<file path="src/inc/lbc_defs.vh">
// Functional notes
// lockout disables all regulators, then restart
// each enable pin gates only its rail
// either enable pin high enables boost
// boost starts only above lockout with enable
// positive rail needs pin and soft-start done
// negative rail needs pin and soft-start done
// one pin low stops only its rail
// both pins low stop rails and boost
// slave answers to seven-bit address 3eh
// direction bit zero writes, one reads
// rail codes at 00h, 01h; discharge 03h
// discharge bit1 positive, bit0 negative
// rail codes step 0.1 V, four bits
// register address byte sets first register
// address increments after each data byte
// slave usable only after enable delay
// host reads via address write, restart
// master ack continues read, nack ends
// discharge asserted when selected and rail off
// unused bits read zero, unmapped ignored
`ifndef LBC_DEFS_VH
`define LBC_DEFS_VH

// i2c slave address and direction
`define LBC_SLAVE_ADDR   7'h3e
`define LBC_DIR_WRITE    1'b0
`define LBC_DIR_READ     1'b1

// register offsets
`define LBC_OFS_POS      8'h00
`define LBC_OFS_NEG      8'h01
`define LBC_OFS_DIS      8'h03

// field layout and reset values
`define LBC_CODE_W       4
`define LBC_DIS_POS_BIT  1
`define LBC_DIS_NEG_BIT  0
`define LBC_CODE_RST     4'h0
`define LBC_DIS_RST      2'h0

// bit counting within a byte
`define LBC_BITS_BYTE    4'h8
`define LBC_BIT_ONE      4'h1
`define LBC_BIT_ZERO     4'h0

// enable-to-interface delay: 0.5 ms, clock 20 MHz
`define LBC_T_EN_I2C_US  500
`define LBC_CLK_MHZ      20
`define LBC_EN_CNT_W     14

`endif

</file>
<file path="src/verilog/lbc_sync.v">
`timescale 1ns/100ps
// two-flop synchroniser, one stage pair per bit
module lbc_sync #(
  parameter       W   = 1,
  parameter [W-1:0] RST = {W{1'b0}}
) (
  // clock and reset
  input  wire         sys_clk_in,
  input  wire         rst_b_in,
  // asynchronous inputs and synchronised outputs
  input  wire [W-1:0] async_in,
  output wire [W-1:0] sync_out
);

  genvar i;
  generate
    for (i = 0; i < W; i = i + 1) begin : g_bit
      reg meta;
      reg stable;
      // first flop feeds only the second
      always @(posedge sys_clk_in) begin
        if (!rst_b_in) begin
          meta   <= RST[i];
          stable <= RST[i];
        end else begin
          meta   <= async_in[i];
          stable <= meta;
        end
      end
      assign sync_out[i] = stable;
    end
  endgenerate

endmodule // lbc_sync

</file>
<file path="src/verilog/lbc_regs.v">
`timescale 1ns/100ps
`include "lbc_defs.vh"

module lbc_regs #(
  parameter EN_I2C_CYCLES = `LBC_T_EN_I2C_US * `LBC_CLK_MHZ
) (
  // clock and reset
  input  wire                   sys_clk_in,
  input  wire                   rst_b_in,
  // i2c pins, sda open drain
  input  wire                   scl_in,
  input  wire                   sda_in,
  output wire                   sda_out,
  output reg                    sda_oe_b_out,
  // enable pins and analog status
  input  wire                   pos_rail_enable_pin_in,
  input  wire                   neg_rail_enable_pin_in,
  input  wire                   input_lockout_in,
  input  wire                   boost_ss_done_in,
  // regulator controls
  output reg                    boost_stage_en_out,
  output reg                    positive_rail_en_out,
  output reg                    negative_rail_en_out,
  output reg                    pos_discharge_out,
  output reg                    neg_discharge_out,
  // rail voltage codes
  output reg [`LBC_CODE_W-1:0]  positive_rail_code_out,
  output reg [`LBC_CODE_W-1:0]  negative_rail_code_out,
  // interface ready indication
  output reg                    i2c_ready_out
);

  // slave states
  localparam [3:0] ST_IDLE   = 4'h0;
  localparam [3:0] ST_DEV    = 4'h1;
  localparam [3:0] ST_DEVACK = 4'h2;
  localparam [3:0] ST_REGA   = 4'h3;
  localparam [3:0] ST_REGACK = 4'h4;
  localparam [3:0] ST_WDAT   = 4'h5;
  localparam [3:0] ST_WACK   = 4'h6;
  localparam [3:0] ST_RDAT   = 4'h7;
  localparam [3:0] ST_RACK   = 4'h8;

  // counter width is fixed; the last count is cut to it on purpose
  localparam integer             EN_LAST_I = EN_I2C_CYCLES - 1;
  localparam [`LBC_EN_CNT_W-1:0] EN_LAST   = EN_LAST_I[`LBC_EN_CNT_W-1:0];

  // synchronised pins
  wire [5:0] pins_s;
  wire       scl_s;
  wire       sda_s;
  wire       enp_s;
  wire       enn_s;
  wire       lock_s;
  wire       ssd_s;

  // every pin crosses into the clock domain through two flops
  // scl and sda idle high, so they reset high
  lbc_sync #(
    .W   (6),
    .RST (6'h03)
  ) u_sync (
    .sys_clk_in (sys_clk_in),
    .rst_b_in   (rst_b_in),
    .async_in   ({boost_ss_done_in, input_lockout_in, neg_rail_enable_pin_in,
                  pos_rail_enable_pin_in, sda_in, scl_in}),
    .sync_out   (pins_s)
  );

  assign scl_s  = pins_s[0];
  assign sda_s  = pins_s[1];
  assign enp_s  = pins_s[2];
  assign enn_s  = pins_s[3];
  assign lock_s = pins_s[4];
  assign ssd_s  = pins_s[5];

  // the pin is never driven high; the pull-up does that
  // open drain: only the enable ever changes
  assign sda_out = 1'b0;

  // lockout acts as a reset of the whole control state
  wire clr = !rst_b_in || lock_s;

  // registers
  reg [`LBC_CODE_W-1:0] pos_code;
  reg [`LBC_CODE_W-1:0] neg_code;
  reg [1:0]             dis_sel;

  // power sequencing
  wire any_en     = enp_s || enn_s;
  wire next_boost = any_en && !lock_s;
  wire next_pos   = enp_s && next_boost && ssd_s;
  wire next_neg   = enn_s && next_boost && ssd_s;

  // outputs registered; soft-start done is low again after lockout
  always @(posedge sys_clk_in) begin
    if (clr) begin
      boost_stage_en_out   <= 1'b0;
      positive_rail_en_out <= 1'b0;
      negative_rail_en_out <= 1'b0;
      pos_discharge_out    <= 1'b0;
      neg_discharge_out    <= 1'b0;
    end else begin
      boost_stage_en_out   <= next_boost;
      positive_rail_en_out <= next_pos;
      negative_rail_en_out <= next_neg;
      pos_discharge_out    <= dis_sel[`LBC_DIS_POS_BIT] && !next_pos;
      neg_discharge_out    <= dis_sel[`LBC_DIS_NEG_BIT] && !next_neg;
    end
  end

  // interface wake-up timer after an enable rises
  reg [`LBC_EN_CNT_W-1:0] en_cnt;
  always @(posedge sys_clk_in) begin
    if (clr || !any_en) begin
      en_cnt        <= {`LBC_EN_CNT_W{1'b0}};
      i2c_ready_out <= 1'b0;
    end else if (en_cnt == EN_LAST) begin
      i2c_ready_out <= 1'b1;
    end else begin
      en_cnt <= en_cnt + 1'b1;
    end
  end

  // bus edge and condition detection
  reg  scl_d;
  reg  sda_d;
  wire scl_rise = scl_s && !scl_d;
  wire scl_fall = !scl_s && scl_d;
  wire start_c  = scl_s && scl_d && sda_d && !sda_s;
  wire stop_c   = scl_s && scl_d && !sda_d && sda_s;

  always @(posedge sys_clk_in) begin
    if (!rst_b_in) begin
      scl_d <= 1'b1;
      sda_d <= 1'b1;
    end else begin
      scl_d <= scl_s;
      sda_d <= sda_s;
    end
  end

  // unmapped offsets read zero and change nothing
  // read data mux, unused bits zero
  reg [7:0] rd_byte;
  reg [7:0] ptr;
  always @* begin
    rd_byte = 8'h00;
    if (ptr == `LBC_OFS_POS) begin
      rd_byte[`LBC_CODE_W-1:0] = pos_code;
    end else if (ptr == `LBC_OFS_NEG) begin
      rd_byte[`LBC_CODE_W-1:0] = neg_code;
    end else if (ptr == `LBC_OFS_DIS) begin
      rd_byte[1:0] = dis_sel;
    end
  end

  // slave state
  reg [3:0] state;
  reg [3:0] bit_cnt;
  reg [7:0] shreg;
  reg [7:0] tx;
  reg       rw;
  reg       more;
  reg       wr_stb;

  // start and stop win over any bit in flight, so a cut frame ends cleanly
  // byte engine; sampled on scl rise, driven after scl fall
  always @(posedge sys_clk_in) begin
    if (clr) begin
      state        <= ST_IDLE;
      bit_cnt      <= `LBC_BIT_ZERO;
      shreg        <= 8'h00;
      tx           <= 8'h00;
      rw           <= `LBC_DIR_WRITE;
      more         <= 1'b0;
      ptr          <= 8'h00;
      wr_stb       <= 1'b0;
      sda_oe_b_out <= 1'b1;
    end else begin
      wr_stb <= 1'b0;
      if (start_c) begin
        state        <= ST_DEV;
        bit_cnt      <= `LBC_BIT_ZERO;
        sda_oe_b_out <= 1'b1;
      end else if (stop_c) begin
        state        <= ST_IDLE;
        sda_oe_b_out <= 1'b1;
      end else begin
        case (state)
          ST_DEV, ST_REGA, ST_WDAT: begin
            if (scl_rise) begin
              shreg   <= {shreg[6:0], sda_s};
              bit_cnt <= bit_cnt + `LBC_BIT_ONE;
            end else if (scl_fall && bit_cnt == `LBC_BITS_BYTE) begin
              bit_cnt <= `LBC_BIT_ZERO;
              if (state == ST_DEV) begin
                if (shreg[7:1] == `LBC_SLAVE_ADDR && i2c_ready_out) begin
                  rw           <= shreg[0];
                  sda_oe_b_out <= 1'b0;
                  state        <= ST_DEVACK;
                end else begin
                  state <= ST_IDLE;
                end
              end else if (state == ST_REGA) begin
                ptr          <= shreg;
                sda_oe_b_out <= 1'b0;
                state        <= ST_REGACK;
              end else begin
                wr_stb       <= 1'b1;
                sda_oe_b_out <= 1'b0;
                state        <= ST_WACK;
              end
            end
          end
          ST_DEVACK: begin
            if (scl_fall) begin
              if (rw == `LBC_DIR_READ) begin
                tx           <= {rd_byte[6:0], 1'b0};
                sda_oe_b_out <= rd_byte[7];
                bit_cnt      <= `LBC_BIT_ONE;
                state        <= ST_RDAT;
              end else begin
                sda_oe_b_out <= 1'b1;
                state        <= ST_REGA;
              end
            end
          end
          ST_REGACK, ST_WACK: begin
            if (scl_fall) begin
              sda_oe_b_out <= 1'b1;
              state        <= ST_WDAT;
            end
          end
          ST_RDAT: begin
            if (scl_fall) begin
              if (bit_cnt == `LBC_BITS_BYTE) begin
                sda_oe_b_out <= 1'b1;
                ptr          <= ptr + 8'h01;
                state        <= ST_RACK;
              end else begin
                sda_oe_b_out <= tx[7];
                tx           <= {tx[6:0], 1'b0};
                bit_cnt      <= bit_cnt + `LBC_BIT_ONE;
              end
            end
          end
          ST_RACK: begin
            if (scl_rise) begin
              more <= !sda_s;
            end else if (scl_fall) begin
              if (more) begin
                tx           <= {rd_byte[6:0], 1'b0};
                sda_oe_b_out <= rd_byte[7];
                bit_cnt      <= `LBC_BIT_ONE;
                state        <= ST_RDAT;
              end else begin
                state <= ST_IDLE;
              end
            end
          end
          default: begin
            state <= ST_IDLE;
          end
        endcase
        // pointer advances once the written byte is stored
        if (wr_stb) begin
          ptr <= ptr + 8'h01;
        end
      end
    end
  end

  // register writes; unmapped offsets take no effect
  always @(posedge sys_clk_in) begin
    if (clr) begin
      pos_code <= `LBC_CODE_RST;
      neg_code <= `LBC_CODE_RST;
      dis_sel  <= `LBC_DIS_RST;
    end else if (wr_stb) begin
      if (ptr == `LBC_OFS_POS) begin
        pos_code <= shreg[`LBC_CODE_W-1:0];
      end else if (ptr == `LBC_OFS_NEG) begin
        neg_code <= shreg[`LBC_CODE_W-1:0];
      end else if (ptr == `LBC_OFS_DIS) begin
        dis_sel <= shreg[1:0];
      end
    end
  end

  // registered copy keeps the reference inputs free of decode glitches
  // codes to the analog references
  always @(posedge sys_clk_in) begin
    if (clr) begin
      positive_rail_code_out <= `LBC_CODE_RST;
      negative_rail_code_out <= `LBC_CODE_RST;
    end else begin
      positive_rail_code_out <= pos_code;
      negative_rail_code_out <= neg_code;
    end
  end

endmodule // lbc_regs

</file>
<file path="config.mk">
export PLATFORM = sky130hd
export DESIGN_NAME = lbc_regs
export DESIGN_NICKNAME = d
export VERILOG_FILES = /design/src/verilog/lbc_sync.v /design/src/verilog/lbc_regs.v
export VERILOG_INCLUDE_DIRS = /design/src /design/src/inc
export SDC_FILE = /design/constraint.sdc
export NUM_CORES = 1
export LEC_CHECK = 0
export ABC_CLOCK_PERIOD_IN_PS = 2900
export BUFFER_PORTS_ARGS = -buffer_cell sky130_fd_sc_hd__buf_2
export CORE_ASPECT_RATIO = 0.8
export CORE_UTILIZATION = 50
export CTS_CLUSTER_SIZE = 16
export DETAILED_ROUTE_END_ITERATION = 6
export GPL_TIMING_DRIVEN = 0
export PLACE_DENSITY = 0.73
export SLEW_MARGIN = 10
export SYNTH_ARGS = -nofsm -noshare
export SYNTH_HDL_FRONTEND = slang
export SYNTH_SLANG_ARGS = --single-unit
</file>
<file path="constraint.sdc">
create_clock -name sys_clk_in -period 2.9 [get_ports sys_clk_in]
set_input_delay 0.58 -clock sys_clk_in [delete_from_list [all_inputs] [get_ports sys_clk_in]]
set_output_delay 0.58 -clock sys_clk_in [all_outputs]
set_load 0.01 [all_outputs]
</file>
Yosys cells after proc, flatten, opt, wreduce, memory -nomap -nowiden --
Index checks and enable logic that the tools add are counted.
Word-level totals: flip-flop bits (word level) 88, output and inout port bits 16, input port bits 8, logic and storage cells 196
Operators by class: reductions and logical operators 50, add/subtract/negate cells 3, multiplexer cells 60, bitwise gates (word level) 7, equal/unequal tests 40
Operators by type and width (count):
- $mux W8 | 14
- $mux W4 | 19
- $ne A4 B4 Y1 const B | 8
- $reduce_and A10 Y1 | 3
- $ne A3 B3 Y1 const B | 8
- $pmux W8 S3 | 1
- $ne A2 B2 Y1 const B | 11
- $pmux W4 S5 | 1
- $eq A4 B3 Y1 const B | 4
- $logic_and A1 B1 Y1 | 16
- $pmux W4 S4 | 1
- $pmux W8 S2 | 1
- $reduce_and A8 Y1 | 2
- $mux W1 | 15
- $add A14 B1 Y14 const B | 1
- $eq A14 B14 Y1 const B | 1
- $reduce_and A4 Y1 | 3
- $mux W2 | 5
- $logic_not A1 Y1 | 9
- $reduce_and A9 Y1 | 1
- $add A8 B1 Y8 const B | 1
- $eq A4 B2 Y1 const B | 2
- $eq A4 B4 Y1 const B | 2
- $eq A8 B1 Y1 const B | 1
- other kinds (18) | 30

Depth between registers and ports, before layout --
Gate-level depths: netlist of run 1.
depth after elaboration 9, mapped depth 8, depth with buffers taken out 7

Cells and area by module --
From an unflattened synthesis of run 1, not the netlist that was laid out.
Second synthesis, totals: cell total of the unflattened synthesis 482, area, all modules 4057.6 um^2
Modules (own cells, without submodules):
- lbc_regs | area each 3689.8 um^2, cells each 451, times used 1, sequential area each 1501.4 um^2
- lbc_sync | area each 367.9 um^2, cells each 31, times used 1, sequential area each 240.2 um^2

Worst setup path after synthesis of run 1 --
OpenSTA, ideal clock, no wires.
path type reg2reg, start point register bit_cnt[0], end point register bit_cnt[2], buffers on the path 0, stages on the path, launching flop included 8, data required time 2783 ps, library setup time 117 ps, data arrival time 1665 ps, clock period less this slack 1782 ps, setup slack 1118 ps, cells stage by stage dfxtp_1 -> inv_1 -> ha_1 -> and3b_1 -> nand2_1 -> or3b_4 -> and2_4 -> a32o_1
On the way: cells in the longest elaborated chain, start to end 4, elaborated cells between the ends (all ways) 10, those cells by class 1 x add/sub; 3 x eq/ne; 4 x mux; 2 x reduce/logical
RTL lines:
- from (decl) | line lbc_regs.v:160 | reg [3:0] bit_cnt;
- from (signal assigned) | line lbc_regs.v:172 | bit_cnt <= `LBC_BIT_ZERO;
- from (signal assigned) | line lbc_regs.v:184 | bit_cnt <= `LBC_BIT_ZERO;
- from (signal assigned) | line lbc_regs.v:194 | bit_cnt <= bit_cnt + `LBC_BIT_ONE;
- $add A4 B1 Y4 (no source line) / $eq A4 B4 Y1 (equally long branches)
- $mux W4 / $logic_and A1 B1 Y1 (equally long branches)
- $mux W4 / $ne A3 B3 Y1 (equally long branches)
- $pmux W4 S4 / $reduce_and A10 Y1 (equally long branches)
Parallel ways exist; a longest one is shown, timed or not. The select of a mux whose other input is x is not followed. A chain may end at the register's enable or synchronous reset.

Worst setup path after layout of run 1 --
start point register u_sync.g_bit[0].stable, end point register bit_cnt[2]
On the way: cells in the longest elaborated chain, start to end 5, elaborated cells between the ends (all ways) 19, those cells by class 5 x eq/ne; 2 x mux; 1 x bitwise; 11 x reduce/logical
RTL lines:
- from (decl) | line lbc_sync.v:19 | reg stable;
- from (signal assigned) | line lbc_sync.v:24 | stable <= RST[i];
- from (signal assigned) | line lbc_sync.v:27 | stable <= meta;
- $logic_not A1 Y1 / $logic_and A1 B1 Y1 (equally long branches) | line lbc_regs.v:129, lbc_regs.v:130, lbc_regs.v:131
- $logic_and A1 B1 Y1 (on tied branches) | line lbc_regs.v:129, lbc_regs.v:131
- $logic_and A1 B1 Y1 (on tied branches)
- $ne A3 B3 Y1 (no source line) / $not A1 Y1 (equally long branches)
- $reduce_and A10 Y1 (no source line)
Parallel ways exist; a longest one is shown, timed or not.

==> impl_metrics.xml, run 1 <==
<?xml version="1.0" encoding="UTF-8"?>
<metrics>
  <group name="floorplan">
    <metric name="io_pins" unit="">24</metric>
    <metric name="die-area" unit="um^2">8340</metric>
    <metric name="coreArea" unit="um^2">7570</metric>
    <metric name="die_height" unit="um">81.9</metric>
    <metric name="row_count" unit="">28</metric>
    <metric name="dieWidth" unit="um">102</metric>
    <metric name="initial_core_util" unit="%">52.7</metric>
  </group>
  <group name="place">
    <metric name="place.gp.congestion" unit="">0.878</metric>
    <metric name="detailed_place.area" unit="um^2">4230</metric>
    <metric name="post-place-ws" unit="ns">0.855</metric>
    <metric name="placement.io_buffers" unit="">22</metric>
    <metric name="hpwl" unit="um">6320</metric>
  </group>
  <group name="setup_path">
    <metric name="worstPathCellList" unit="">buf_2, nand2_1, nor3b_1, nor2_1, and4b_1, a32o_1</metric>
    <metric name="setup.worst_path.class" unit="">register to register</metric>
    <metric name="timing.rr.end" unit="">bit_cnt[2]</metric>
    <metric name="critical_path.n_buffers_inverters" unit="">1</metric>
    <metric name="startpoint_type_of_the_worst_setup_path" unit="">register</metric>
    <metric name="worst_path_max_delay_cell" unit="">nor3b_1</metric>
    <metric name="worst_r2r_path_depth" unit="">6</metric>
    <metric name="critical-path-max-stage-delay" unit="ns">0.66</metric>
    <metric name="rrSetupSlack" unit="ns">0.89</metric>
    <metric name="cp_max_fo" unit="">10</metric>
    <metric name="timing.critical_path.max_delay_family" unit="">simple AND/OR/NAND/NOR gates</metric>
    <metric name="timing.critical_path.arrival" unit="ns">2.27</metric>
    <metric name="critical_r2r_launch" unit="">u_sync.g_bit[0].stable</metric>
    <metric name="cp-end-kind" unit="">register</metric>
    <metric name="required" unit="ns">3.16</metric>
  </group>
  <group name="timing">
    <metric name="final.setup_skew" unit="ns">0.00626</metric>
    <metric name="highest_clock_rate" unit="MHz">497</metric>
    <metric name="fin_crit_sh" unit="%">69.4</metric>
    <metric name="period_minus_slack" unit="ns">2.01</metric>
    <metric name="worstMarginPinSlew" unit="ns">0.775</metric>
    <metric name="timing_hold_violations_final" unit="">0</metric>
    <metric name="rsz0062_at_grt" unit="">false</metric>
    <metric name="fin_hold_ws" unit="ns">0.395</metric>
    <metric name="finalWorstSetupSlack" unit="ns">0.887</metric>
    <metric name="number_of_setup_violations_in_the_final_report" unit="">0</metric>
    <metric name="final.setup.tns" unit="ns">0</metric>
    <metric name="maxSlewViolCount" unit="">0</metric>
    <metric name="slew_headroom" unit="%">48.2</metric>
  </group>
  <group name="synthesis">
    <metric name="synthCells" unit="">451</metric>
    <metric name="yosys_most_used_dff" unit="">dfxtp_1</metric>
    <metric name="synthDominantAreaCellType" unit="">dfxtp_1</metric>
    <metric name="yosys_register_bits" unit="">87</metric>
    <metric name="syn_nets" unit="">465</metric>
    <metric name="post-synth-top-count-cell" unit="">dfxtp_1</metric>
    <metric name="yosys.cell_types.count" unit="">73</metric>
    <metric name="synth_cell_area" unit="um^2">3990</metric>
    <metric name="synthDominantCellAreaShare" unit="%">43.7</metric>
    <metric name="yosysWarnings" unit="">0</metric>
    <metric name="async_set_or_reset_flop_fraction_in_the_synthesized_netlist" unit="%">0</metric>
    <metric name="avgSynthCellArea" unit="um^2">8.84</metric>
    <metric name="yosys-top-cells-count" unit="">dfxtp_1 (87), nor2_1 (56), nand2_1 (39), a21oi_1 (30), mux2i_1 (21)</metric>
    <metric name="synth.yosys.seq_area_share" unit="%">43.7</metric>
    <metric name="synth-edff-count" unit="">0</metric>
    <metric name="top_cells_by_area_synth" unit="">dfxtp_1 (44%), mux2i_1 (5.3%), nor2_1 (5.3%), a21oi_1 (3.8%), nand2_1 (3.7%)</metric>
  </group>
  <group name="clocking">
    <metric name="cts-root-to-sink-buffers" unit="">2</metric>
    <metric name="cts_num_sinks" unit="">87</metric>
    <metric name="cts-buffers-inserted" unit="">9</metric>
    <metric name="cts_tree" unit="">built</metric>
    <metric name="ctsResizeCount" unit="">0</metric>
    <metric name="postCtsSetupRepairBufs" unit="">0</metric>
    <metric name="clk_pin_slew" unit="ns">0.09</metric>
    <metric name="worst_skew_pair.late_latency" unit="ns">0.36</metric>
    <metric name="clock_tree.root_cell" unit="">clkbuf_8</metric>
    <metric name="cts.htree.levels" unit="">3</metric>
    <metric name="ctsHoldBuffers" unit="">0</metric>
  </group>
  <group name="global_route">
    <metric name="grt_first_pass_wirelength" unit="um">14200</metric>
    <metric name="gr-usage-all-layers" unit="%">22.2</metric>
    <metric name="grt.overflow.total" unit="">0</metric>
    <metric name="antenna_found_initial" unit="">0</metric>
    <metric name="via_count_of_the_first_global_routing_pass" unit="">2977</metric>
    <metric name="grt_start_max_net_pins" unit="">18</metric>
  </group>
  <group name="detailed_routing">
    <metric name="drt-total-wl" unit="um">8670</metric>
    <metric name="avg_wl_per_cell" unit="um">14.6</metric>
    <metric name="drt-vias-per-instance" unit="">5.57</metric>
    <metric name="drt-pass1-iter-count" unit="">4</metric>
    <metric name="route.vias.total" unit="">3307</metric>
    <metric name="ant_nets" unit="">0</metric>
    <metric name="remaining_drc_errors" unit="">0</metric>
    <metric name="first_iter_violations" unit="">248</metric>
  </group>
  <group name="worst_hold_path">
    <metric name="hold_path_startpoint" unit="">scl_in</metric>
    <metric name="min_delay_path_depth" unit="">2</metric>
    <metric name="type_of_the_tightest_min_delay_check" unit="">input port to register</metric>
    <metric name="timing.hold.worst_endpoint" unit="">u_sync.g_bit[0].meta</metric>
  </group>
  <group name="layout">
    <metric name="ff_latch_area" unit="um^2">1740</metric>
    <metric name="drive_above_1_share" unit="%">14.1</metric>
    <metric name="multi_input_comb_area" unit="um^2">2100</metric>
    <metric name="flow.area_growth_from_synthesis" unit="%">11.9</metric>
    <metric name="finalNetCount" unit="">498</metric>
    <metric name="final_design_area_no_fill" unit="um^2">4460</metric>
    <metric name="num_antenna_cells" unit="">0</metric>
    <metric name="fillCellCount" unit="">697</metric>
  </group>
  <group name="power">
    <metric name="worst_ir_drop_vdd" unit="uV">344</metric>
    <metric name="power.density" unit="nW/um^2">573</metric>
    <metric name="static-leakage-power" unit="nW">1.78</metric>
  </group>
  <group name="run">
    <metric name="max_cap_viols" unit="">0</metric>
  </group>
  <group name="status">
    <metric name="run_status" unit="">completed</metric>
  </group>
</metrics>
## area by class of cell
type | instances | area share [%]
flip-flops and latches | 87 | 39.0
clock inverters | 7 | 2.47
well taps | 105 | 2.94
plain buffers | 23 | 2.35
inverters | 12 | 1.01
repair buffers | 22 | 2.47
clock buffers | 9 | 2.78
multi-input cells | 329 | 47.0
## power by group
group	internal (W)	switching [W]
Sequential	0.00122	0.0000205
Combinational	0.000133	0.000198
Clock	0.000506	0.000477
## metal layers
metal	up-vias	routed length [um]	track usage, %
li1	1652	-	-
met1	1573	4360	30.4
met2	78	3900	34.1
met3	4	365	5.28
met4	0	46	8.29
met5	-	0	0
## cells by family (layout without fill, tap and decap cells)
family                   Yosys count  in the layout  share of synthesized area (%)
flip-flops                        87             87                           43.7
AND/OR/NAND/NOR                  202            202                           27.6
AO/OA/AOI/OAI                     85             85                           14.7
XOR/XNOR                          14             14                           3.08
adder cells (fa/ha/maj)            6              6                           1.88
buffers and inverters             35             73                           3.77
other                              1              1                         0.0940
multiplexers                      21             21                           5.27
## stage by stage
| step | total power [W] | utilization [%] | cells |
|---|---|---|---|
| 6_report | 0.00256 | 59.0 | 594 |
| 5_1_grt | 0.00267 | 59.0 | 594 |
| 4_1_cts | 0.00257 | 59.0 | 594 |
| 3_5_place_dp | 0.00159 | 55.9 | 578 |
| 3_3_place_gp | 0.00158 | 55.9 | 578 |
| 2_1_floorplan | 0.00152 | - | 451 |
## flip-flops by register name (all words and copies together) (netlist names), 2 cells and up
register,count
en_cnt,14
ptr,8
shreg,8
tx,7
u_sync.g_bit.meta,6
u_sync.g_bit.stable,6
bit_cnt,4
neg_code,4
negative_rail_code_out,4
pos_code,4
positive_rail_code_out,4
state,4
dis_sel,2
## layout by cell type (no fill, tap or decap), drive strengths merged, types with 2 or more instances in the layout
master | Yosys | routed
o211ai | 4 | 4
a21oi | 31 | 31
nand4 | 6 | 6
a31oi | 4 | 4
and3b | 3 | 3
or4b | 2 | 2
a311oi | 3 | 3
and3 | 10 | 10
o21ai | 15 | 15
o31a | 2 | 2
a211oi | 4 | 4
nor2 | 57 | 57
bufinv | 0 | 2
nor4b | 4 | 4
nand3 | 12 | 12
xnor2 | 6 | 6
ha | 6 | 6
or3b | 3 | 3
and4b | 4 | 4
o32ai | 5 | 5
nor3b | 2 | 2
buf | 9 | 31
nor4 | 4 | 4
a21boi | 2 | 2
clkbuf | 14 | 23
and2 | 19 | 19
xor2 | 8 | 8
inv | 12 | 16
or2 | 6 | 6
or4 | 2 | 2
mux2i | 21 | 21
nand2b | 11 | 11
nand2 | 40 | 40
nor3 | 8 | 8
nand4b | 2 | 2
o22ai | 5 | 5
nor2b | 2 | 2
dfxtp | 87 | 87
## worst max-delay path by stage
| stage | endpoint | cells after the start | from | slack (ns) |
|---|---|---|---|---|
| after floorplan | bit_cnt[2] | 7 | bit_cnt[0] | 1.12 |
| after global placement | ptr[7] | 5 | rst_b_in | 0.84 |
| after detailed placement | ptr[7] | 5 | rst_b_in | 0.86 |
| after CTS | bit_cnt[2] | 6 | u_sync.g_bit[0].stable | 0.90 |
| after global routing | bit_cnt[2] | 6 | scl_d | 0.72 |
| final | bit_cnt[2] | 6 | u_sync.g_bit[0].stable | 0.89 |
Note: power is estimated with default switching activity, not from simulation.
==> run 2: changes to the inputs <==
--- a/config.mk
+++ b/config.mk
@@ -6,7 +6,8 @@
 export SDC_FILE = /design/constraint.sdc
 export NUM_CORES = 1
 export LEC_CHECK = 0
-export ABC_CLOCK_PERIOD_IN_PS = 2900
+export ABC_AREA = 1
+export ABC_CLOCK_PERIOD_IN_PS = 2000
 export BUFFER_PORTS_ARGS = -buffer_cell sky130_fd_sc_hd__buf_2
 export CORE_ASPECT_RATIO = 0.8
 export CORE_UTILIZATION = 50
==> constraint.sdc (replaced) <==
create_clock -name sys_clk_in -period 2 [get_ports sys_clk_in]
set_input_delay 0.4 -clock sys_clk_in [delete_from_list [all_inputs] [get_ports sys_clk_in]]
set_output_delay 0.4 -clock sys_clk_in [all_outputs]
set_load 0.01 [all_outputs]
==> run 2 against run 1 <==
Against the previous run: setup slack worse by 0.74 ns; critical endpoint is now ptr[7]; combinational power rose to 3.0 times the previous value; wire length up 1.6%; clock power up 21%; clock skew up 0.0067 ns; synthesized cell count up 31%; critical path depth up 4; critical path type unchanged; flip-flop and latch count unchanged; core utilization down 1.9 points.
==> impl_metrics.xml, run 2 <==
<?xml version="1.0" encoding="UTF-8"?>
<metrics>
  <group name="power">
    <metric name="fraction_of_power_spent_switching_nets" unit="%">34.8</metric>
    <metric name="static-leakage-power" unit="nW">1.99</metric>
    <metric name="total_switching_power" unit="W">0.00145</metric>
    <metric name="worst_ir_drop_vdd" unit="uV">472</metric>
    <metric name="p_int" unit="W">0.00271</metric>
    <metric name="seq_power_share" unit="%">47.2</metric>
    <metric name="comb_power_share" unit="%">24.2</metric>
    <metric name="clock_power_share" unit="%">28.6</metric>
    <metric name="post-layout-total-power" unit="W">0.00415</metric>
    <metric name="power.density" unit="nW/um^2">920</metric>
  </group>
  <group name="global_route">
    <metric name="gr-max-usage-layer" unit="">met2</metric>
    <metric name="via_count_of_the_first_global_routing_pass" unit="">3218</metric>
    <metric name="gr-usage-met3" unit="%">5.98</metric>
    <metric name="gr-usage-all-layers" unit="%">21.8</metric>
    <metric name="grt_start_max_net_pins" unit="">16</metric>
    <metric name="groute.layer.met2.usage" unit="%">34.7</metric>
    <metric name="antenna_found_initial" unit="">0</metric>
    <metric name="grt_first_pass_wirelength" unit="um">14200</metric>
    <metric name="grt.overflow.total" unit="">0</metric>
    <metric name="global_route_track_usage_on_met1" unit="%">29.1</metric>
  </group>
  <group name="synthesis">
    <metric name="synth_cell_area" unit="um^2">4070</metric>
    <metric name="synthCells" unit="">590</metric>
    <metric name="synthDominantCellAreaShare" unit="%">42.8</metric>
    <metric name="yosys_register_bits" unit="">87</metric>
    <metric name="yosysWarnings" unit="">0</metric>
    <metric name="synth-edff-count" unit="">0</metric>
    <metric name="synth.yosys.seq_area_share" unit="%">42.8</metric>
    <metric name="async_set_or_reset_flop_fraction_in_the_synthesized_netlist" unit="%">0</metric>
    <metric name="synthDominantAreaCellType" unit="">dfxtp_1</metric>
    <metric name="avgSynthCellArea" unit="um^2">6.89</metric>
    <metric name="yosys_most_used_dff" unit="">dfxtp_1</metric>
    <metric name="yosys.cell_types.count" unit="">33</metric>
    <metric name="top_cells_by_area_synth" unit="">dfxtp_1 (43%), nand2_1 (14%), inv_1 (7.7%), nor2_1 (6.6%), a21oi_1 (5.4%)</metric>
    <metric name="post-synth-top-count-cell" unit="">nand2_1</metric>
    <metric name="yosys-top-cells-count" unit="">nand2_1 (154), dfxtp_1 (87), inv_1 (83), nor2_1 (72), a21oi_1 (44)</metric>
    <metric name="syn_nets" unit="">604</metric>
  </group>
  <group name="detailed_routing">
    <metric name="drt-vias-per-instance" unit="">4.97</metric>
    <metric name="avg_wl_per_cell" unit="um">12.0</metric>
    <metric name="drt-total-wl" unit="um">8810</metric>
    <metric name="first_iter_violations" unit="">203</metric>
    <metric name="drt-pass1-iter-count" unit="">5</metric>
    <metric name="route.vias.total" unit="">3657</metric>
    <metric name="ant_nets" unit="">0</metric>
    <metric name="remaining_drc_errors" unit="">0</metric>
  </group>
  <group name="floorplan">
    <metric name="initial_core_util" unit="%">51.4</metric>
    <metric name="io_pins" unit="">24</metric>
    <metric name="row_count" unit="">29</metric>
    <metric name="die-area" unit="um^2">8500</metric>
    <metric name="die_height" unit="um">82.7</metric>
    <metric name="dieWidth" unit="um">103</metric>
    <metric name="coreArea" unit="um^2">7910</metric>
  </group>
  <group name="setup_path">
    <metric name="timing.critical_path.arrival" unit="ns">2.14</metric>
    <metric name="setup.worst_path.class" unit="">register to register</metric>
    <metric name="startpoint_type_of_the_worst_setup_path" unit="">register</metric>
    <metric name="worstPathCellList" unit="">inv_1, ha_1, nand3_1, nor2_1, nand3_1, nand2_1, nand2_1, nor2_1, nand2_1, a21oi_1</metric>
    <metric name="required" unit="ns">2.29</metric>
    <metric name="critical-path-max-stage-delay" unit="ns">0.37</metric>
    <metric name="critPathMostFrequentCell" unit="">nand2_1</metric>
    <metric name="cp-end-kind" unit="">register</metric>
    <metric name="worst_path_max_delay_cell" unit="">dfxtp_1</metric>
    <metric name="cp_max_fo" unit="">8</metric>
  </group>
  <group name="clocking">
    <metric name="cts_num_sinks" unit="">87</metric>
    <metric name="cts-buffers-inserted" unit="">9</metric>
    <metric name="cts-root-to-sink-buffers" unit="">2</metric>
    <metric name="cts.htree.levels" unit="">3</metric>
    <metric name="postCtsSetupRepairBufs" unit="">0</metric>
    <metric name="clk_pin_slew" unit="ns">0.09</metric>
    <metric name="ctsHoldBuffers" unit="">0</metric>
    <metric name="clock_tree.root_cell" unit="">clkbuf_8</metric>
    <metric name="cts_tree" unit="">built</metric>
    <metric name="worst_skew_pair.late_latency" unit="ns">0.36</metric>
    <metric name="ctsResizeCount" unit="">0</metric>
  </group>
  <group name="layout">
    <metric name="largest_register_ff_count" unit="">14</metric>
    <metric name="flow.area_growth_from_synthesis" unit="%">11.0</metric>
    <metric name="final_cell_mix" unit="">nand2_1 (154), dfxtp_1 (87), inv_1 (83), nor2_1 (71), a21oi_1 (44)</metric>
    <metric name="largest_registers" unit="">en_cnt: 14 flops, ptr: 8 flops, shreg: 8 flops</metric>
    <metric name="registers.top_by_ff_count" unit="">en_cnt</metric>
    <metric name="num_antenna_cells" unit="">0</metric>
    <metric name="mostFrequentLayoutCell" unit="">nand2_1</metric>
    <metric name="finalNetCount" unit="">637</metric>
    <metric name="drive_above_1_share" unit="%">12.9</metric>
    <metric name="fillCellCount" unit="">804</metric>
  </group>
  <group name="timing">
    <metric name="fin_hold_ws" unit="ns">0.218</metric>
    <metric name="highest_clock_rate" unit="MHz">540</metric>
    <metric name="timing_hold_violations_final" unit="">0</metric>
    <metric name="final.setup.tns" unit="ns">0</metric>
    <metric name="slew_headroom" unit="%">60.7</metric>
    <metric name="maxSlewViolCount" unit="">0</metric>
    <metric name="fin_crit_sh" unit="%">92.5</metric>
    <metric name="final.setup_skew" unit="ns">0.0130</metric>
    <metric name="period_minus_slack" unit="ns">1.85</metric>
    <metric name="number_of_setup_violations_in_the_final_report" unit="">0</metric>
    <metric name="worstMarginPinSlew" unit="ns">0.584</metric>
  </group>
  <group name="run">
    <metric name="max_cap_viols" unit="">0</metric>
  </group>
  <group name="status">
    <metric name="run_status" unit="">completed</metric>
  </group>
  <group name="place">
    <metric name="place.gp.congestion" unit="">0.974</metric>
    <metric name="placement.io_buffers" unit="">22</metric>
    <metric name="hpwl" unit="um">6480</metric>
  </group>
  <group name="worst_hold_path">
    <metric name="type_of_the_tightest_min_delay_check" unit="">input port to register</metric>
  </group>
</metrics>
-- run 2: cell types whose count changed after synthesis, sizes merged, moves of 5 or more --
cell | before | now
a21oi | 31 | 45
and2 | 19 | 0
and3 | 10 | 2
clkbuf | 14 | 4
inv | 12 | 89
mux2i | 21 | 0
nand2 | 40 | 164
nand2b | 11 | 0
nand3 | 12 | 38
nor2 | 57 | 80
o21ai | 15 | 35
o22ai | 5 | 0
o32ai | 5 | 0
-- run 2: path summary, 6_finish.rpt --
kind	from	to	slack [ns]	depth (start not counted)
max	bit_cnt[0]	ptr[7]	0.15	10
min	neg_rail_enable_pin_in	u_sync.g_bit[3].meta	0.22	3
max reg2reg	bit_cnt[0]	ptr[7]	0.15	10
min reg2reg	u_sync.g_bit[0].meta	u_sync.g_bit[0].stable	0.42	1
-- run 2: critical path: cells and delay by family, from the launching register on --
kind            cells  cell delay (ns)
compound gates      1             0.11
fa+ha+maj           1             0.18
buf+inv             1             0.09
flops               1             0.37
simple gates        7             1.01
-- run 2: final cells by class --
cell class / count / area, um^2 / share of cell area (%)
Buffer: 9 / 53.8 / 1.19
Clock buffer: 11 / 151 / 3.35
Clock inverter: 5 / 40.0 / 0.887
Inverter: 89 / 334 / 7.40
Multi-Input combinational cell: 405 / 1950 / 43.2
Sequential cell: 87 / 1740 / 38.6
Tap cell: 108 / 135 / 2.99
Timing Repair Buffer: 22 / 110 / 2.44
-- run 2: power by group through the flow --
stage,sequential (W),clock [W],combinational (W)
3_3_place_gp,0.00199,0,0.000952
3_5_place_dp,0.00200,0,0.000990
6_report,0.00196,0.00119,0.00100
5_1_grt,0.00198,0.00129,0.00114
2_1_floorplan,0.00197,0,0.000793
4_1_cts,0.00196,0.00121,0.000995
-- run 2: cells by family (layout without fill, tap and decap cells) --
family                     Yosys count  in the layout  share of synthesized area (%)
xor gates and xnor gates             7              7                           1.51
DFF                                 87             87                           42.8
adders and majority gates            6              6                           1.85
buffers and inverters               98            136                           9.53
and+or+nand+nor                    308            308                           33.7
other                                1              1                         0.0922
AOI/OAI and AO/OA                   83             83                           10.6
-- run 2: layer usage --
layer | wire length, um | share of wire [%] | vias up
met5 | 0 | 0 | -
met4 | 111 | 1.3 | 0
met3 | 476 | 5.4 | 11
met2 | 3920 | 44 | 80
met1 | 4310 | 49 | 1651
li1 | - | - | 1915
-- run 2: stage by stage --
step / std cells / cell area (um^2) / setup slack, ns / utilization [%]
after floorplan: 590 / 4070 / 0.446 / -
after detailed placement: 720 / 4310 / 0.142 / 54.5
after global routing: 736 / 4510 / -0.0174 / 57.1
final: 736 / 4510 / 0.150 / 57.1
after global placement: 720 / 4310 / 0.223 / 54.5
after CTS: 736 / 4500 / 0.120 / 56.9
==> run 3: changes to the inputs <==
--- a/config.mk
+++ b/config.mk
@@ -9,12 +9,14 @@
 export ABC_AREA = 1
 export ABC_CLOCK_PERIOD_IN_PS = 2000
 export BUFFER_PORTS_ARGS = -buffer_cell sky130_fd_sc_hd__buf_2
+export CAP_MARGIN = 20
 export CORE_ASPECT_RATIO = 0.8
 export CORE_UTILIZATION = 50
 export CTS_CLUSTER_SIZE = 16
 export DETAILED_ROUTE_END_ITERATION = 6
 export GPL_TIMING_DRIVEN = 0
 export PLACE_DENSITY = 0.73
+export REMOVE_ABC_BUFFERS = 1
 export SLEW_MARGIN = 10
 export SYNTH_ARGS = -nofsm -noshare
 export SYNTH_HDL_FRONTEND = slang
==> run 3 against run 2 <==
Against the previous run: cell count decreased by 0.68%; critical path depth is 1 lower; clock power increased by 13%; first-iteration DRC count increased by 5.9%; maximum frequency is 1.5% lower; worst hold slack better by 0.0044 ns; sequential share of layout area shrank 0.075 points; core utilization is 0.11 points higher; sequential power about the same.
==> impl_metrics.xml, run 3 (synthesis results as in run 2) <==
<?xml version="1.0" encoding="UTF-8"?>
<metrics>
  <group name="detailed_routing">
    <metric name="avg_wl_per_cell" unit="um">11.7</metric>
    <metric name="drt-pass1-iter-count" unit="">5</metric>
    <metric name="drt-vias-per-instance" unit="">5.10</metric>
    <metric name="first_iter_violations" unit="">215</metric>
    <metric name="ant_nets" unit="">0</metric>
    <metric name="remaining_drc_errors" unit="">0</metric>
    <metric name="drt-total-wl" unit="um">8530</metric>
    <metric name="route.vias.total" unit="">3725</metric>
  </group>
  <group name="layout">
    <metric name="fillCellCount" unit="">781</metric>
    <metric name="final_cell_count_no_fill" unit="">731</metric>
    <metric name="drive_above_1_share" unit="%">12.8</metric>
    <metric name="flow.area_growth_from_synthesis" unit="%">11.2</metric>
    <metric name="registers.top_by_ff_count" unit="">en_cnt</metric>
    <metric name="mostFrequentLayoutCell" unit="">nand2_1</metric>
    <metric name="largest_register_ff_count" unit="">14</metric>
    <metric name="num_antenna_cells" unit="">0</metric>
    <metric name="finalNetCount" unit="">632</metric>
    <metric name="largest_registers" unit="">en_cnt: 14 flops, ptr: 8 flops, shreg: 8 flops</metric>
    <metric name="final_cell_mix" unit="">nand2_1 (154), dfxtp_1 (87), inv_1 (83), nor2_1 (71), a21oi_1 (44)</metric>
  </group>
  <group name="setup_path">
    <metric name="worstPathCellList" unit="">inv_1, ha_1, nand3_1, nor2_1, nand3_1, nand2_1, nand2_1, o21ai_0, a21oi_1</metric>
    <metric name="setup.worst_path.class" unit="">register to register</metric>
    <metric name="cp-end-kind" unit="">register</metric>
    <metric name="critical-path-max-stage-delay" unit="ns">0.37</metric>
    <metric name="timing.critical_path.arrival" unit="ns">2.11</metric>
    <metric name="startpoint_type_of_the_worst_setup_path" unit="">register</metric>
    <metric name="worst_path_max_delay_cell" unit="">dfxtp_1</metric>
    <metric name="cp_max_fo" unit="">8</metric>
    <metric name="required" unit="ns">2.23</metric>
  </group>
  <group name="place">
    <metric name="placement.io_buffers" unit="">22</metric>
    <metric name="place.gp.congestion" unit="">0.913</metric>
    <metric name="hpwl" unit="um">6030</metric>
    <metric name="dp_cells" unit="">711</metric>
  </group>
  <group name="floorplan">
    <metric name="coreArea" unit="um^2">7910</metric>
    <metric name="row_count" unit="">29</metric>
    <metric name="die-area" unit="um^2">8500</metric>
    <metric name="initial_core_util" unit="%">51.4</metric>
    <metric name="die_height" unit="um">82.7</metric>
    <metric name="io_pins" unit="">24</metric>
    <metric name="dieWidth" unit="um">103</metric>
  </group>
  <group name="clocking">
    <metric name="ctsHoldBuffers" unit="">0</metric>
    <metric name="cts.htree.levels" unit="">3</metric>
    <metric name="cts-buffers-inserted" unit="">9</metric>
    <metric name="clock_tree.root_cell" unit="">clkbuf_8</metric>
    <metric name="cts_num_sinks" unit="">87</metric>
    <metric name="cts_tree" unit="">built</metric>
    <metric name="worst_skew_pair.late_latency" unit="ns">0.35</metric>
    <metric name="clk_pin_slew" unit="ns">0.09</metric>
    <metric name="cts-root-to-sink-buffers" unit="">2</metric>
  </group>
  <group name="power">
    <metric name="clock_power_share" unit="%">31.4</metric>
    <metric name="static-leakage-power" unit="nW">2.00</metric>
    <metric name="fraction_of_power_spent_switching_nets" unit="%">32.7</metric>
    <metric name="worst_ir_drop_vdd" unit="uV">641</metric>
    <metric name="p_int" unit="W">0.00289</metric>
    <metric name="post-layout-total-power" unit="W">0.00429</metric>
    <metric name="total_switching_power" unit="W">0.00140</metric>
    <metric name="comb_power_share" unit="%">23.0</metric>
    <metric name="power.density" unit="nW/um^2">949</metric>
    <metric name="seq_power_share" unit="%">45.6</metric>
  </group>
  <group name="global_route">
    <metric name="via_count_of_the_first_global_routing_pass" unit="">3247</metric>
    <metric name="grt_start_max_net_pins" unit="">20</metric>
    <metric name="antenna_found_initial" unit="">0</metric>
    <metric name="grt.overflow.total" unit="">0</metric>
    <metric name="grt_first_pass_wirelength" unit="um">14400</metric>
    <metric name="gr-usage-all-layers" unit="%">21.8</metric>
  </group>
  <group name="timing">
    <metric name="maxSlewViolCount" unit="">0</metric>
    <metric name="final.setup_skew" unit="ns">0.00525</metric>
    <metric name="period_minus_slack" unit="ns">1.88</metric>
    <metric name="timing_hold_violations_final" unit="">0</metric>
    <metric name="number_of_setup_violations_in_the_final_report" unit="">0</metric>
    <metric name="highest_clock_rate" unit="MHz">532</metric>
    <metric name="slew_headroom" unit="%">51.5</metric>
    <metric name="rsz0062_at_grt" unit="">false</metric>
    <metric name="worstMarginPinSlew" unit="ns">0.727</metric>
    <metric name="fin_crit_sh" unit="%">93.9</metric>
  </group>
  <group name="run">
    <metric name="max_cap_viols" unit="">0</metric>
  </group>
  <group name="worst_hold_path">
    <metric name="type_of_the_tightest_min_delay_check" unit="">input port to register</metric>
  </group>
  <group name="status">
    <metric name="run_status" unit="">completed</metric>
  </group>
</metrics>
==> run 3: metal layers <==
metal / GRT usage [%] / vias to the layer above / part of all wire, % / wire [um]
met5: 0 / - / 0 / 0
met4: 5.92 / 0 / 0.57 / 49
met3: 5.30 / 6 / 6.1 / 520
met2: 36.3 / 114 / 45 / 3870
met1: 28.3 / 1702 / 48 / 4090
li1: - / 1903 / - / -
==> run 3: worst paths after layout <==
check                           depth (start not counted)                     end  slack, ns              startpoint
worst max-delay path                                    9                  ptr[0]       0.12              bit_cnt[0]
worst min-delay path                                    3    u_sync.g_bit[2].meta       0.22  pos_rail_enable_pin_in
worst min register to register                          2  u_sync.g_bit[3].stable       0.42    u_sync.g_bit[3].meta
worst max register to register                          9                  ptr[0]       0.12              bit_cnt[0]
==> run 3: power by group through the flow <==
| stage | registers (W) | logic, W | clock network, W |
|---|---|---|---|
| global placement | 0.00199 | 0.000935 | 0 |
| floorplan | 0.00197 | 0.000785 | 0 |
| detailed placement | 0.00199 | 0.000966 | 0 |
| CTS | 0.00195 | 0.000975 | 0.00139 |
| global route | 0.00198 | 0.00115 | 0.00147 |
| finish | 0.00196 | 0.000988 | 0.00135 |
==> run 3: final cells by class <==
cell class,count,area (um^2),share of cell area (%)
inverters,89,334,7.39
multi-input cells,406,1960,43.3
well taps,108,135,2.99
clock buffers,10,128,2.82
repair buffers,25,133,2.93
flip-flops and latches,87,1740,38.5
clock inverters,6,92.6,2.05
==> run 3: worst max-delay path: cells and delay by family (launching register included) <==
family | cells | cell delay [ns]
and+or+nand+nor | 5 | 0.85
DFF | 1 | 0.37
AOI/OAI and AO/OA | 2 | 0.28
adders and majority gates | 1 | 0.17
buffers and inverters | 1 | 0.10
==> run 3: stage by stage <==
stage                     util [%]  setup slack [ns]  cell area [um^2]  setup TNS, ns  hold WS [ns]
final                         57.2             0.121              4520              0         0.222
after global routing          57.2            0.0427              4520              0         0.211
after CTS                     56.8             0.135              4490              0         0.205
after detailed placement      53.8            -0.887              4260         -25.57         0.399
after global placement        53.8            -0.888              4260         -23.78         0.395
after floorplan                  -             0.175              4010              0         0.390
==> run 3: repair_timing <==
| action | in CTS | in global routing |
|---|---|---|
| pin swaps | 1 | 1 |
| setup buffers | 0 | 3 |
| cloned | 1 | 0 |
| endpoints found under the setup margin | 25 | 8 |
| resized for setup | 1 | 2 |
